### src/wear_pkg.sv
// Constants shared by the breaker contact wear monitor files
package wear_pkg;

  // ==================================================================
  // Timing
  localparam int unsigned CLK_HZ              = 32'h0131_2D00;
  localparam int unsigned SEARCH_LIMIT_S      = 32'h0000_0001;
  localparam int unsigned SEARCH_LIMIT_CYCLES = SEARCH_LIMIT_S * CLK_HZ;
  localparam int unsigned TIMER_W             = 25;

  // ==================================================================
  // Register byte offsets
  localparam logic [7:0] ADDR_CTRL      = 8'h00;
  localparam logic [7:0] ADDR_OPS_1KA   = 8'h04;
  localparam logic [7:0] ADDR_OPS_RATED = 8'h08;
  localparam logic [7:0] ADDR_ALM_LIMIT = 8'h0C;
  localparam logic [7:0] ADDR_RATED_I   = 8'h10;
  localparam logic [7:0] ADDR_STOP_I    = 8'h14;
  localparam logic [7:0] ADDR_WEAR      = 8'h18;
  localparam logic [7:0] ADDR_PEAK      = 8'h1C;
  localparam logic [7:0] ADDR_STATUS    = 8'h20;
  localparam logic [7:0] ADDR_MASK      = 8'h24;
  localparam logic [7:0] ADDR_STATE     = 8'h28;

  // ==================================================================
  // Field positions
  localparam int CTRL_ON_BIT     = 0;
  localparam int CTRL_CLR_BIT    = 1;
  localparam int EV_DONE_BIT     = 0;
  localparam int EV_ABORT_BIT    = 1;
  localparam int EV_ALARM_BIT    = 2;
  localparam int EV_W            = 3;
  localparam int ST_ALARM_BIT    = 0;
  localparam int ST_SEARCH_BIT   = 1;

  // ==================================================================
  // Reset values (currents in 10 A units)
  localparam logic [16:0] OPS_1KA_RST   = 17'h0_C350;
  localparam logic [16:0] OPS_RATED_RST = 17'h0_0064;
  localparam logic [16:0] ALM_LIMIT_RST = 17'h0_C350;
  localparam logic [15:0] RATED_I_RST   = 16'h03E8;
  localparam logic [15:0] STOP_I_RST    = 16'h000A;

  // ==================================================================
  // Arithmetic constants: log2(100) in Q8.8 converts 10 A units to kA.
  // Same approximation as the log function, so 1 kA maps to exactly zero
  localparam logic signed [15:0] LOG2_100_Q8 = 16'sh0690;
  localparam logic signed [16:0] EXP_MAX     = 17'sh0_0016;
  localparam logic signed [16:0] EXP_MIN     = -17'sh0_0009;

  typedef enum logic [3:0] {
    ST_IDLE   = 4'b0001,
    ST_SEARCH = 4'b0010,
    ST_DIVIDE = 4'b0100,
    ST_APPLY  = 4'b1000
  } mon_state_t;

endpackage
### src/breaker_wear_monitor.sv
// Breaker contact wear monitor with Wishbone register access
//
// Contract
// - Peak search starts only on trip while the breaker reports closed.
// - Keep the largest of the three phase currents during the search.
// - Work on fundamental-frequency magnitudes of the phase currents.
// - Normal end: current below stop level and breaker reports open.
// - Abort after more than one second searching; add no wear then.
// - Wear per operation follows a log-log line through two points.
// - Accumulate wear; raise alarm once total reaches the alarm limit.
// - Accumulated wear is kept in storage that survives power loss; here a register without reset, zero at power-up.
// - Accumulated wear counts 1 kA equivalent operations, readable.
// - A true reset input clears accumulated wear to zero.
// - A remote counter-clear command also clears accumulated wear.
// - While the inhibit input is true all monitoring is suspended.
// - Monitoring runs only when switched on; off by default.
`timescale 1ns/1ps
module breaker_wear_monitor
  import wear_pkg::*;
#(
  parameter int unsigned TIMEOUT_CYCLES = wear_pkg::SEARCH_LIMIT_CYCLES
) (
  input  wire logic        clk_i,               // 20 MHz clock
  input  wire logic        rst_i,               // Synchronous reset
  input  wire logic        wb_cyc_i,            // Bus cycle
  input  wire logic        wb_stb_i,            // Strobe
  input  wire logic        wb_we_i,             // Write enable
  input  wire logic [7:0]  wb_adr_i,            // Byte address
  input  wire logic [3:0]  wb_sel_i,            // Byte enables
  input  wire logic [31:0] wb_dat_i,            // Write data
  output logic [31:0]      wb_dat_o,            // Read data
  output logic             wb_ack_o,            // Acknowledge
  input  wire logic [15:0] phase_l1_i,          // L1 magnitude, 10 A
  input  wire logic [15:0] phase_l2_i,          // L2 magnitude, 10 A
  input  wire logic [15:0] phase_l3_i,          // L3 magnitude, 10 A
  input  wire logic        trip_i,              // Trip command
  input  wire logic        breaker_closed_in_i, // Breaker closed
  input  wire logic        breaker_open_in_i,   // Breaker open
  input  wire logic        inhibit_input_i,     // Inhibit monitoring
  input  wire logic        wear_reset_i,        // Clear accumulated wear
  output logic             alarm_o,             // Wear limit reached
  output logic             irq_o                // Interrupt level
);
  import wear_pkg::*;

  // ==================================================================
  // Log2 in Q8.8 by leading one plus linear mantissa
  function automatic logic signed [15:0] log2_q8(input logic [31:0] x);
    logic [4:0]  p;
    logic [31:0] n;
    p = '0;
    for (int b = 0; b < 32; b++) begin
      if (x[b]) p = 5'(b);
    end
    n = x << (5'd31 - p);
    return {3'b000, p, n[30:23]};
  endfunction

  // ==================================================================
  // Registers
  mon_state_t           state_reg, state_next;
  logic                 ack_reg, ack_next;
  logic [31:0]          rdata_reg, rdata_next;
  logic                 on_reg, on_next;
  logic [16:0]          ops1_reg, ops1_next;
  logic [16:0]          opsr_reg, opsr_next;
  logic [16:0]          lim_reg, lim_next;
  logic [15:0]          rated_reg, rated_next;
  logic [15:0]          stop_reg, stop_next;
  logic [15:0]          peak_reg, peak_next;
  logic [TIMER_W-1:0]   tmr_reg, tmr_next;
  logic [EV_W-1:0]      stat_reg, stat_next;
  logic [EV_W-1:0]      mask_reg, mask_next;
  logic                 alarm_reg, alarm_next;
  logic                 irq_reg, irq_next;
  logic [31:0]          wear_reg = '0;
  logic [31:0]          wear_next;

  logic                 wr_en, clr_cmd, div_start, div_done;
  logic [15:0]          max_now;
  logic [23:0]          quot;
  logic [23:0]          dividend;
  logic [15:0]          divisor;
  logic [31:0]          wear_add;
  logic                 alarm_cond;
  logic [EV_W-1:0]      events;

  // Largest fundamental magnitude this cycle
  always_comb begin
    max_now = phase_l1_i;
    if (phase_l2_i > max_now) max_now = phase_l2_i;
    if (phase_l3_i > max_now) max_now = phase_l3_i;
  end

  // ==================================================================
  // Exponent k as fixed-point quotient of two log differences
  always_comb begin
    logic signed [15:0] l1, lr, li;
    l1 = log2_q8({15'd0, ops1_reg});
    lr = log2_q8({15'd0, opsr_reg});
    li = log2_q8({16'd0, rated_reg}) - LOG2_100_Q8;
    dividend = (l1 > lr) ? {16'(l1 - lr), 8'h00} : '0;
    divisor  = (li > 16'sd0) ? 16'(li) : 16'h0001;
  end

  wear_divider u_div (
    .clk_i      (clk_i),
    .rst_i      (rst_i),
    .start_i    (div_start),
    .dividend_i (dividend),
    .divisor_i  (divisor),
    .done_o     (div_done),
    .quot_o     (quot)
  );

  // Wear of one operation: 2 to the power k * log2(peak in kA)
  always_comb begin
    logic signed [15:0] lp;
    logic        [15:0] k16;
    logic signed [32:0] prod;
    logic signed [16:0] ei;
    logic        [31:0] mant;
    lp   = log2_q8({16'd0, peak_reg}) - LOG2_100_Q8;
    k16  = (|quot[23:16]) ? 16'hFFFF : quot[15:0];
    prod = 33'(lp * $signed({1'b0, k16}));
    ei   = prod[32:16];
    mant = {23'd0, 1'b1, prod[15:8]};
    if (ei > EXP_MAX) begin
      wear_add = 32'hFFFF_FFFF;
    end else if (ei < EXP_MIN) begin
      wear_add = '0;
    end else if (ei >= 17'sd0) begin
      wear_add = mant << 5'(ei);
    end else begin
      wear_add = mant >> 5'(-ei);
    end
  end

  // ==================================================================
  // Search sequencer
  always_comb begin
    state_next = state_reg;
    peak_next  = peak_reg;
    tmr_next   = tmr_reg;
    div_start  = 1'b0;
    events     = '0;
    events[EV_ALARM_BIT] = alarm_cond && !alarm_reg;
    if (inhibit_input_i || !on_reg) begin
      state_next = ST_IDLE;
    end else begin
      unique case (state_reg)
        ST_IDLE: begin
          if (trip_i && breaker_closed_in_i) begin
            state_next = ST_SEARCH;
            peak_next  = max_now;
            tmr_next   = '0;
          end
        end
        ST_SEARCH: begin
          if (max_now > peak_reg) peak_next = max_now;
          tmr_next = tmr_reg + 1'b1;
          if (tmr_reg > TIMER_W'(TIMEOUT_CYCLES)) begin
            state_next = ST_IDLE;
            events[EV_ABORT_BIT] = 1'b1;
          end else if (max_now < stop_reg && breaker_open_in_i) begin
            state_next = ST_DIVIDE;
            div_start  = 1'b1;
          end
        end
        ST_DIVIDE: begin
          if (div_done) state_next = ST_APPLY;
        end
        ST_APPLY: begin
          state_next = ST_IDLE;
          events[EV_DONE_BIT] = 1'b1;
        end
      endcase
    end
  end

  // ==================================================================
  // Accumulated wear, alarm and interrupt
  assign clr_cmd    = wr_en && wb_adr_i == ADDR_CTRL && wb_sel_i[0]
                      && wb_dat_i[CTRL_CLR_BIT];
  assign alarm_cond = wear_reg >= {7'd0, lim_reg, 8'h00};

  always_comb begin
    logic [32:0] sum;
    sum       = {1'b0, wear_reg} + {1'b0, wear_add};
    wear_next = wear_reg;
    if (wear_reset_i || clr_cmd) begin
      wear_next = '0;
    end else if (state_reg == ST_APPLY && !inhibit_input_i && on_reg) begin
      wear_next = sum[32] ? 32'hFFFF_FFFF : sum[31:0];
    end
    alarm_next = alarm_cond;
    stat_next = stat_reg | events;
    if (wr_en && wb_adr_i == ADDR_STATUS && wb_sel_i[0]) begin
      stat_next = (stat_reg & ~wb_dat_i[EV_W-1:0]) | events;
    end
    irq_next = |(stat_reg & mask_reg);
  end

  // ==================================================================
  // Wishbone slave: ack one cycle after strobe, write on ack edge
  assign wr_en = wb_cyc_i && wb_stb_i && wb_we_i && ack_reg;

  always_comb begin
    ack_next   = wb_cyc_i && wb_stb_i && !ack_reg;
    rdata_next = rdata_reg;
    on_next    = on_reg;
    ops1_next  = ops1_reg;
    opsr_next  = opsr_reg;
    lim_next   = lim_reg;
    rated_next = rated_reg;
    stop_next  = stop_reg;
    mask_next  = mask_reg;
    if (wb_cyc_i && wb_stb_i && !ack_reg) begin
      unique case (wb_adr_i)
        ADDR_CTRL:      rdata_next = {31'd0, on_reg};
        ADDR_OPS_1KA:   rdata_next = {15'd0, ops1_reg};
        ADDR_OPS_RATED: rdata_next = {15'd0, opsr_reg};
        ADDR_ALM_LIMIT: rdata_next = {15'd0, lim_reg};
        ADDR_RATED_I:   rdata_next = {16'd0, rated_reg};
        ADDR_STOP_I:    rdata_next = {16'd0, stop_reg};
        ADDR_WEAR:      rdata_next = wear_reg;
        ADDR_PEAK:      rdata_next = {16'd0, peak_reg};
        ADDR_STATUS:    rdata_next = {29'd0, stat_reg};
        ADDR_MASK:      rdata_next = {29'd0, mask_reg};
        ADDR_STATE:     rdata_next = {30'd0,
                                      state_reg != ST_IDLE, alarm_reg};
        default:        rdata_next = '0;
      endcase
    end
    if (wr_en) begin
      unique case (wb_adr_i)
        ADDR_CTRL:      if (wb_sel_i[0]) on_next = wb_dat_i[CTRL_ON_BIT];
        ADDR_OPS_1KA:   if (&wb_sel_i[2:0]) ops1_next = wb_dat_i[16:0];
        ADDR_OPS_RATED: if (&wb_sel_i[2:0]) opsr_next = wb_dat_i[16:0];
        ADDR_ALM_LIMIT: if (&wb_sel_i[2:0]) lim_next = wb_dat_i[16:0];
        ADDR_RATED_I:   if (&wb_sel_i[1:0]) rated_next = wb_dat_i[15:0];
        ADDR_STOP_I:    if (&wb_sel_i[1:0]) stop_next = wb_dat_i[15:0];
        ADDR_MASK:      if (wb_sel_i[0]) mask_next = wb_dat_i[EV_W-1:0];
        default:        ;
      endcase
    end
  end

  // ==================================================================
  // Wear store has no reset so it survives a device reset on rst_i
  always_ff @(posedge clk_i) begin
    wear_reg <= wear_next;
  end

  // Control and status registers
  always_ff @(posedge clk_i) begin
    if (rst_i) begin
      state_reg <= ST_IDLE;
      ack_reg   <= 1'b0;
      rdata_reg <= '0;
      on_reg    <= 1'b0;
      ops1_reg  <= OPS_1KA_RST;
      opsr_reg  <= OPS_RATED_RST;
      lim_reg   <= ALM_LIMIT_RST;
      rated_reg <= RATED_I_RST;
      stop_reg  <= STOP_I_RST;
      peak_reg  <= '0;
      tmr_reg   <= '0;
      stat_reg  <= '0;
      mask_reg  <= '0;
      alarm_reg <= 1'b0;
      irq_reg   <= 1'b0;
    end else begin
      state_reg <= state_next;
      ack_reg   <= ack_next;
      rdata_reg <= rdata_next;
      on_reg    <= on_next;
      ops1_reg  <= ops1_next;
      opsr_reg  <= opsr_next;
      lim_reg   <= lim_next;
      rated_reg <= rated_next;
      stop_reg  <= stop_next;
      peak_reg  <= peak_next;
      tmr_reg   <= tmr_next;
      stat_reg  <= stat_next;
      mask_reg  <= mask_next;
      alarm_reg <= alarm_next;
      irq_reg   <= irq_next;
    end
  end

  assign wb_ack_o = ack_reg;
  assign wb_dat_o = rdata_reg;
  assign alarm_o  = alarm_reg;
  assign irq_o    = irq_reg;

  // ==================================================================
  // Assertions
  a_start_needs_closed: assert property (@(posedge clk_i) disable iff (rst_i)
    $past(state_reg) == ST_IDLE && state_reg == ST_SEARCH
    |-> $past(trip_i && breaker_closed_in_i))
    else $error("Search started without trip on closed breaker");
  a_peak_never_drops: assert property (@(posedge clk_i) disable iff (rst_i)
    state_reg == ST_SEARCH && !inhibit_input_i && on_reg
    |=> peak_reg >= $past(peak_reg) && peak_reg >= $past(max_now))
    else $error("Peak lost during search");
  a_normal_end_cond: assert property (@(posedge clk_i) disable iff (rst_i)
    $past(state_reg) == ST_SEARCH && state_reg == ST_DIVIDE
    |-> $past(max_now < stop_reg && breaker_open_in_i))
    else $error("Search ended without low current and open breaker");
  a_abort_no_wear: assert property (@(posedge clk_i) disable iff (rst_i)
    state_reg == ST_SEARCH && tmr_reg > TIMER_W'(TIMEOUT_CYCLES)
    && on_reg && !inhibit_input_i && !wear_reset_i && !clr_cmd
    |=> state_reg == ST_IDLE && $stable(wear_reg))
    else $error("Timed out search did not abort cleanly");
  a_alarm_follows: assert property (@(posedge clk_i) disable iff (rst_i)
    !$past(rst_i) |-> alarm_o == $past(alarm_cond))
    else $error("Alarm does not follow wear limit");
  a_wear_adds: assert property (@(posedge clk_i) disable iff (rst_i)
    state_reg == ST_APPLY && on_reg && !inhibit_input_i
    && !wear_reset_i && !clr_cmd
    |=> wear_reg >= $past(wear_reg))
    else $error("Wear sum decreased on an operation");
  a_reset_clears: assert property (@(posedge clk_i)
    wear_reset_i |=> wear_reg == 32'h0000_0000)
    else $error("Reset input did not clear wear");
  a_cmd_clears: assert property (@(posedge clk_i) disable iff (rst_i)
    clr_cmd |=> wear_reg == 32'h0000_0000)
    else $error("Clear command did not clear wear");
  a_inhibit_idle: assert property (@(posedge clk_i) disable iff (rst_i)
    inhibit_input_i || !on_reg |=> state_reg == ST_IDLE)
    else $error("Monitoring active while inhibited or off");

  c_normal_op: cover property (@(posedge clk_i) disable iff (rst_i)
    stat_reg[EV_DONE_BIT]);
  c_abort_op: cover property (@(posedge clk_i) disable iff (rst_i)
    stat_reg[EV_ABORT_BIT]);
  c_alarm_rise: cover property (@(posedge clk_i) disable iff (rst_i)
    $rose(alarm_o));

endmodule

### src/wear_divider.sv
// Sequential restoring divider for the wear curve exponent
`timescale 1ns/1ps
module wear_divider (
  input  wire logic        clk_i,      // System clock
  input  wire logic        rst_i,      // Synchronous reset
  input  wire logic        start_i,    // Start pulse
  input  wire logic [23:0] dividend_i, // Numerator
  input  wire logic [15:0] divisor_i,  // Denominator, non-zero
  output logic             done_o,     // Result ready pulse
  output logic [23:0]      quot_o      // Quotient
);
  logic [23:0] quot_reg, quot_next;
  logic [16:0] rem_reg, rem_next;
  logic [4:0]  cnt_reg, cnt_next;
  logic        busy_reg, busy_next;
  logic        done_reg, done_next;

  // One quotient bit per cycle
  always_comb begin
    logic [16:0] trial;
    trial     = '0;
    quot_next = quot_reg;
    rem_next  = rem_reg;
    cnt_next  = cnt_reg;
    busy_next = busy_reg;
    done_next = 1'b0;
    if (start_i) begin
      quot_next = dividend_i;
      rem_next  = '0;
      cnt_next  = 5'h18;
      busy_next = 1'b1;
    end else if (busy_reg) begin
      trial = {rem_reg[15:0], quot_reg[23]};
      if (trial >= {1'b0, divisor_i}) begin
        rem_next  = trial - {1'b0, divisor_i};
        quot_next = {quot_reg[22:0], 1'b1};
      end else begin
        rem_next  = trial;
        quot_next = {quot_reg[22:0], 1'b0};
      end
      cnt_next = cnt_reg - 5'h01;
      if (cnt_reg == 5'h01) begin
        busy_next = 1'b0;
        done_next = 1'b1;
      end
    end
  end

  // State registers
  always_ff @(posedge clk_i) begin
    if (rst_i) begin
      quot_reg <= '0;
      rem_reg  <= '0;
      cnt_reg  <= '0;
      busy_reg <= 1'b0;
      done_reg <= 1'b0;
    end else begin
      quot_reg <= quot_next;
      rem_reg  <= rem_next;
      cnt_reg  <= cnt_next;
      busy_reg <= busy_next;
      done_reg <= done_next;
    end
  end

  assign done_o = done_reg;
  assign quot_o = quot_reg;

endmodule

### config.mk
export PLATFORM = sky130hd
export DESIGN_NAME = breaker_wear_monitor
export DESIGN_NICKNAME = d
export VERILOG_FILES = /design/src/wear_pkg.sv /design/src/breaker_wear_monitor.sv /design/src/wear_divider.sv
export SDC_FILE = /design/constraint.sdc
export NUM_CORES = 2
export LEC_CHECK = 0
export BUFFER_PORTS_ARGS = -buffer_cell sky130_fd_sc_hd__buf_2
export CORE_MARGIN = 2
export CORE_UTILIZATION = 45
export DETAILED_ROUTE_END_ITERATION = 12
export PLACE_DENSITY_LB_ADDON = 0.1
export SYNTH_ARGS = -nofsm -noshare
export SYNTH_HDL_FRONTEND = slang
export SYNTH_SLANG_ARGS = --single-unit
### constraint.sdc
create_clock -name clk_i -period 30.2 [get_ports clk_i]
set_clock_uncertainty 0.05 [all_clocks]
set_input_delay 4.53 -clock clk_i [delete_from_list [all_inputs] [get_ports clk_i]]
set_output_delay 4.53 -clock clk_i [all_outputs]
set_load 0.03 [all_outputs]
== Word-level counts from Yosys, hierarchy flattened ==
Cells that the tools add are included.

* Register bits after elaboration: 249
* Latch bits: 0
* Memory bits (writable): 0
* Memory bits (read-only): 0
* Memories: 0

* Add/subtract/negate cells: 12
* Multipliers: 1
* Divide/modulo/power cells: 0
* Order comparisons: 12
* Eq/ne operators: 20
* Shift operators: 6
* Multiplexer cells: 101
* Bitwise logic cells: 7
* Reductions and logical operators: 38

{| class="wikitable"
|+ Operators with widths
! operator !! count
|-
| $pmux W32 S11 || 1
|-
| $mux W5 || 60
|-
| $mux W32 || 4
|-
| $mux W16 || 7
|-
| $mux W24 || 3
|-
| $shl A16 B5 Y31 || 2
|-
| $shl A17 B5 Y31 || 2
|-
| $pmux W25 S2 || 1
|-
| $gt A16 B16 Y1 || 3
|-
| $add A32 B32 Y33 || 1
|-
| $eq A8 B5 Y1 const B || 4
|-
| $ge A32 B25 Y1 || 1
|-
| $pmux W16 S2 || 1
|-
| $shl A9 B5 Y32 || 1
|-
| $shr A9 B5 Y32 || 1
|-
| $mul A14 B17 Y31 || 1
|-
| $sub A13 B11 Y14 const B || 2
|-
| $add A25 B1 Y25 const B || 1
|-
| $gt A25 B25 Y1 const B || 1
|-
| $mux W25 || 1
|-
| $eq A8 B6 Y1 const B || 3
|-
| $sub A5 B5 Y5 const A || 4
|-
| $ge A17 B16 Y1 || 1
|-
| $eq A8 B4 Y1 const B || 2
|-
| other kinds (40) || 89
|}

== Longest topological paths before layout ==
* Word-level depth: 26
* Mapped depth: 63
* Mapped depth without buffers: 57

== Modules after synthesis ==
From an unflattened synthesis, not the netlist that was laid out.

* Cells, all modules: 3609
* Area total of the unflattened synthesis: 27696.6 um^2

{| class="wikitable"
|+ By module, submodules not included
! module !! instances !! cells an instance !! area each (um^2) !! sequential area each (um^2)
|-
| breaker_wear_monitor || 1 || 3229 || 24656.1 || 4043.9
|-
| wear_divider || 1 || 380 || 3040.4 || 940.9
|}

== Worst setup path after synthesis ==
No wires, ideal clock.

* Path kind: reg-to-reg
* Start point: reg peak_reg[4]
* End point: reg wear_reg[14]
* Library setup time: 0.070 ns
* Arrival: 13.033 ns
* Required time: 30.080 ns
* Path slack: 17.047 ns
* Stages on the path, launching flop included: 54
* Buffers on the path: 8
* Clock period less this slack: 13.153 ns
* Cell sequence: dfxtp_1 -> buf_6 -> or4_1 -> clkbuf_1 -> nand2_2 -> nand2_2 -> o311ai_2 -> inv_1 -> clkbuf_1 -> ha_1 -> inv_1 -> o21ai_0 -> a21oi_1 -> xor2_1 -> nand2_1 -> fa_1 -> inv_1 -> fa_1 -> (+18 left out) -> inv_1 -> fa_1 -> nor2b_1 -> o21ai_0 -> a21oi_1 -> o21ai_0 -> a21oi_1 -> nor4b_1 -> o311ai_0 -> o211ai_1 -> a21oi_1 -> a311o_1 -> nand2_1 -> o21ai_0 -> a21oi_1 -> clkbuf_1 -> buf_1 -> a21oi_1

* Cells in the longest elaborated chain, start to end: 23
* Elaborated cells between the ends (all ways): 27

{| class="wikitable"
|+ Ends and longest elaborated chain
! item !! line !! source
|-
| from (decl) || breaker_wear_monitor.sv:70 || <nowiki>logic [15:0] peak_reg, peak_next;</nowiki>
|-
| from (signal assigned) || breaker_wear_monitor.sv:283 || <nowiki>peak_reg <= peak_next;</nowiki>
|-
| $mux W5 (12 in series) || breaker_wear_monitor.sv:53 || <nowiki>if (x[b]) p = 5'(b);</nowiki>
|-
| $sub A5 B5 Y5 || breaker_wear_monitor.sv:55 || <nowiki>n = x << (5'd31 - p);</nowiki>
|-
| $shl A16 B5 Y31 || breaker_wear_monitor.sv:55 ||
|-
| $sub A13 B11 Y14 (*) || breaker_wear_monitor.sv:123 || <nowiki>lp = log2_q8({16'd0, peak_reg}) - LOG2_100_Q8;</nowiki>
|-
| $mul A14 B17 Y31 (*) || breaker_wear_monitor.sv:125 || <nowiki>prod = 33'(lp * $signed({1'b0, k16}));</nowiki>
|-
| $neg A5 Y5 || breaker_wear_monitor.sv:135 || <nowiki>wear_add = mant >> 5'(-ei);</nowiki>
|-
| $shr A9 B5 Y32 || breaker_wear_monitor.sv:135 ||
|-
| $mux W32 || breaker_wear_monitor.sv:132 || <nowiki>end else if (ei >= 17'sd0) begin</nowiki>
|-
| $mux W32 || breaker_wear_monitor.sv:130 || <nowiki>end else if (ei < EXP_MIN) begin</nowiki>
|-
| $mux W32 (*) || breaker_wear_monitor.sv:128 || <nowiki>if (ei > EXP_MAX) begin</nowiki>
|-
| $add A32 B32 Y33 (*) || breaker_wear_monitor.sv:189 || <nowiki>sum = {1'b0, wear_reg} + {1'b0, wear_add};</nowiki>
|-
| $mux W32 (*) || breaker_wear_monitor.sv:194 || <nowiki>wear_next = sum[32] ? 32'hFFFF_FFFF : sum[31:0];</nowiki>
|-
| to (signal assigned) || breaker_wear_monitor.sv:252 || <nowiki>wear_reg <= wear_next;</nowiki>
|-
| to (decl) || breaker_wear_monitor.sv:76 || <nowiki>logic [31:0] wear_reg = '0;</nowiki>
|}

Mark *: on every way between the ends. The rest lies on a longest branch, timed or not.
A chain may end at the register's enable or synchronous reset.

== Worst setup path in the final report ==
* Start point: reg peak_reg[14]
* End point: reg wear_reg[19]

* Cells in the longest elaborated chain, start to end: 13
* Elaborated cells between the ends (all ways): 17

{| class="wikitable"
|+ Ends and longest elaborated chain
! item !! line
|-
| $mux W5 (2 in series) || breaker_wear_monitor.sv:53
|-
| $sub A5 B5 Y5 || breaker_wear_monitor.sv:55
|-
| $shl A16 B5 Y31 || breaker_wear_monitor.sv:55
|-
| $sub A13 B11 Y14 (*) || breaker_wear_monitor.sv:123
|-
| $mul A14 B17 Y31 (*) || breaker_wear_monitor.sv:125
|-
| $neg A5 Y5 || breaker_wear_monitor.sv:135
|-
| $shr A9 B5 Y32 || breaker_wear_monitor.sv:135
|-
| $mux W32 || breaker_wear_monitor.sv:132
|-
| $mux W32 || breaker_wear_monitor.sv:130
|-
| $mux W32 (*) || breaker_wear_monitor.sv:128
|-
| $add A32 B32 Y33 (*) || breaker_wear_monitor.sv:189
|-
| $mux W32 (*) || breaker_wear_monitor.sv:194
|}

Marked as above.

==> summary.txt <==
OUTCOME
--------------------------------------------------------------------------------
Run status                                                          finished clean

SYNTHESIS
--------------------------------------------------------------------------------
Synthesized-area fraction occupied by ao, oa, aoi and oai cells            20.8%
Post-Syn Area per Cell                                                 7.77 um^2
Share of async-settable or async-resettable flops after synthesis             0%
Mux contribution to synthesized area                                       6.52%
Main combinational cell family by area after synthesis               adder cells
Most used standard cells in the synthesized netlist                 sky130_fd_sc_hd__nand2_1, sky130_fd_sc_hd__inv_1, sky130_fd_sc_hd__a21oi_1, sky130_fd_sc_hd__nor2_1, sky130_fd_sc_hd__ha_1
Cells after synthesis                                                       3544
Synth area leaders                                                  sky130_fd_sc_hd__dfxtp_1, sky130_fd_sc_hd__fa_1, sky130_fd_sc_hd__ha_1, sky130_fd_sc_hd__nand2_1, sky130_fd_sc_hd__a21oi_1
Post-synth top area cell                                            sky130_fd_sc_hd__dfxtp_1
Adder-Cell Fraction of Synth Area                                          23.9%
Simple-gate share of the synthesized area                                  19.5%
Number of enable flip-flop cells after synthesis                               0
Most used flip-flop cell after synthesis                            sky130_fd_sc_hd__dfxtp_1
Yosys warning total                                                            0
Most frequent cell after synthesis                                  sky130_fd_sc_hd__nand2_1
Distinct cell type count after synthesis                                     113
Post-synthesis instance area                                          27500 um^2
Yosys top cell area share                                                  18.1%
Number of nets produced by synthesis                                        4071
Share of the yosys chip area belonging to registers                        18.1%
Post-Synth XOR/XNOR Area                                                   3.78%
Number of synthesized register bits                                          249

CLOCK NETWORK
--------------------------------------------------------------------------------
TritonCTS clock tree                                                         yes
CTS clock-pin slew for the worst setup and hold paths                    0.06 ns
Number of hold buffers added after cts                                         0
Number of sinks driven by the clock tree                                     249
Root buffer cell                                                    sky130_fd_sc_hd__clkbuf_16
Number of buffers inserted to repair setup after CTS                           0
Max H-tree Level                                                               1
Number of clock buffers inserted by TritonCTS                                 31
Clk Latency, worst-skew pair                                             0.62 ns
Longest Clk Path Bufs                                                          3
Number of gates resized after CTS                                              0

FINAL LAYOUT
--------------------------------------------------------------------------------
Utilization of the core after routing                                      49.0%
Area added between synthesis and finish                                    7.52%
Share of post-route cells with drive strength above 1                      8.80%
Finished Layout Cells                                                       4339
Final standard cell area without fillers                              29600 um^2
Post-layout nets                                                            4058

PLACEMENT
--------------------------------------------------------------------------------
Placer congestion estimate                                                 0.946
Count of input and output buffers                                            120
Placed Cells incl. Taps                                                     4280
Dpl cell area                                                         28600 um^2
Placed wire-length estimate after detailed placement                    71500 um
Setup WS pre-CTS                                                        13.91 ns

GRT
--------------------------------------------------------------------------------
GRT overflow                                                                   0
Number of global-route vias before repair                                  25400
Initial antenna violation count                                                1
Global-route wire length before repair                                 145000 um
Maximum number of pins on one net before global-route repair                  78
GRT Util Overall                                                           28.9%

FLOORPLANNING
--------------------------------------------------------------------------------
Floorplan die height                                                      251 um
Boundary pin count                                                           137
Effective utilization at floorplan                                         45.5%
Rows                                                                          90
Core region area                                                      60500 um^2
Die outline width                                                         251 um
Die area                                                              63200 um^2

PWR
--------------------------------------------------------------------------------
Leakage power figure                                                     12.9 nW
Worst ir drop on vdd                                                     43.4 uV
Power Dens Cells                                                    26.6 nW/um^2

ROUTING
--------------------------------------------------------------------------------
Number of iterations in the first detailed-routing pass                       11
Drc violations                                                                 0
Antenna violation net count after detailed routing                             0
Mean number of vias per cell                                                5.97
Total vias in the final route                                              25900
Average wire per cell in the routed design                               21.1 um
Post-detailed-routing wire length                                       91600 um
First-iteration detailed-routing DRC count                                  2001

TIMING
--------------------------------------------------------------------------------
Fmax                                                                    60.5 MHz
Unrepaired setup endpoints after global routing                               no
Total negative slack for setup checks                                       0 ns
Hold Fails Final Rpt                                                           0
Final min period                                                        16.53 ns
Final WS setup                                                          13.67 ns
Slew Viols, Final                                                              0
Remaining max-slew budget at the tightest pin                              18.3%
Total setup violations reported at the end of the flow                         0
Period utilization                                                         54.7%
Worst-margin pin slew                                                    1.23 ns

CRITICAL PATH
--------------------------------------------------------------------------------
Slowest library cell on the worst path                              sky130_fd_sc_hd__xnor2_1
Number of buffers and inverters on the critical path                           7
Class of the most critical setup path                                    reg2reg
Worst Path Arrival                                                      17.01 ns
Maximum net fanout on the critical path                                       29
Top cell by count, worst path                                       sky130_fd_sc_hd__fa_1
Largest stage delay on the critical path                                 0.88 ns
Startpoint type of the worst setup path                                flip-flop
Data required, critical path                                            30.68 ns
Endpoint type of the worst setup path                                  flip-flop
Family with the most delay on the worst path                        compound AO/OA/AOI/OAI gates

JOB
--------------------------------------------------------------------------------
Max_cap viols                                                                  0

HOLD PATH
--------------------------------------------------------------------------------
Type of the tightest min-delay check                                     reg2reg

-- report_power, final --
part / switching (W) / internal (W) / total [W]
clock network: 0.000168 / 0.000206 / 0.000374
logic: 0.0000525 / 0.0000298 / 0.0000824
registers: 0.00000102 / 0.000330 / 0.000331
-- layout by cell type (no fill, tap or decap), types with 11 or more instances in the layout --
cell / n
sky130_fd_sc_hd__a41oi_1: 15
sky130_fd_sc_hd__o211ai_1: 25
sky130_fd_sc_hd__xor2_1: 45
sky130_fd_sc_hd__nand2b_1: 40
sky130_fd_sc_hd__nand3_1: 92
sky130_fd_sc_hd__or2_2: 19
sky130_fd_sc_hd__o31ai_1: 17
sky130_fd_sc_hd__xnor2_1: 72
sky130_fd_sc_hd__a211oi_1: 35
sky130_fd_sc_hd__o21ai_0: 155
sky130_fd_sc_hd__a31oi_1: 19
sky130_fd_sc_hd__buf_2: 119
sky130_fd_sc_hd__clkbuf_16: 31
sky130_fd_sc_hd__nor2b_1: 42
sky130_fd_sc_hd__dfxtp_1: 248
sky130_fd_sc_hd__a21o_1: 74
sky130_fd_sc_hd__mux2_2: 18
sky130_fd_sc_hd__buf_4: 31
sky130_fd_sc_hd__nand4_1: 29
sky130_fd_sc_hd__or3_1: 11
sky130_fd_sc_hd__mux2i_1: 149
sky130_fd_sc_hd__o21bai_1: 15
sky130_fd_sc_hd__a21oi_1: 312
sky130_fd_sc_hd__nor2_1: 312
sky130_fd_sc_hd__and3_1: 35
sky130_fd_sc_hd__fa_1: 168
sky130_fd_sc_hd__nor4_1: 21
sky130_fd_sc_hd__nand2_1: 444
sky130_fd_sc_hd__ha_1: 257
sky130_fd_sc_hd__a22oi_1: 29
sky130_fd_sc_hd__inv_1: 319
sky130_fd_sc_hd__a222oi_1: 16
sky130_fd_sc_hd__o21a_1: 25
sky130_fd_sc_hd__and2_1: 25
sky130_fd_sc_hd__a221oi_1: 16
sky130_fd_sc_hd__o22ai_1: 24
sky130_fd_sc_hd__nor3_1: 44
-- layer usage --
metal | track usage, % | part of all wire [%] | up-vias
met2 | 46.3 | 45 | 910
met5 | 0 | 0 | -
met4 | 8.10 | 2.8 | 0
met1 | 40.6 | 45 | 12600
li1 | - | - | 12300
met3 | 3.82 | 7.1 | 140
-- worst reg2reg max path: cells and delay by family (launching register included) --
family                   cells  cell delay, ns
AO/OA/AOI/OAI               18            5.59
adder cells (fa/ha/maj)     10            4.59
AND/OR/NAND/NOR             15            3.53
buffers and inverters        7            1.13
XOR/XNOR                     1            0.88
flip-flops                   1            0.67
-- per-stage QoR --
step	hold slack [ns]	total power, W
after floorplan	0.393	0.000389
after global placement	0.391	0.000415
after detailed placement	0.392	0.000420
after CTS	0.406	0.000793
after global routing	0.422	0.000815
final	0.404	0.000787
-- cells by family (layout without fill, tap and decap cells) --
family	Yosys count	count (layout)
multiplexers	172	172
flip-flops	249	249
other	1	2
adder cells (fa/ha/maj)	425	425
XOR/XNOR	118	118
AO/OA/AOI/OAI	890	890
buffers and inverters	523	535
AND/OR/NAND/NOR	1166	1166
-- worst paths after layout --
kind / cells after the start / endpoint / slack (ns) / start
min reg2reg: 2 / wb_dat_o[23]$_SDFFE_PP0P_ / 0.40 / wb_dat_o[23]$_SDFFE_PP0P_
min: 2 / wb_dat_o[23]$_SDFFE_PP0P_ / 0.40 / wb_dat_o[23]$_SDFFE_PP0P_
max reg2reg: 51 / wear_reg[19]$_SDFFE_PP0P_ / 13.67 / peak_reg[14]$_SDFFE_PP0P_
max: 51 / wear_reg[19]$_SDFFE_PP0P_ / 13.67 / peak_reg[14]$_SDFFE_PP0P_
-- area by class of cell --
type,count,area (um^2)
Tap cell,782,978
Clock inverter,22,184
Fill cell,5976,30900
Timing Repair Buffer,150,828
Inverter,327,1230
Clock buffer,36,825
Multi-Input combinational cell,2772,20600
Antenna cell,1,2.50
Sequential cell,249,4990
Note: power is estimated with default switching activity, not from simulation.
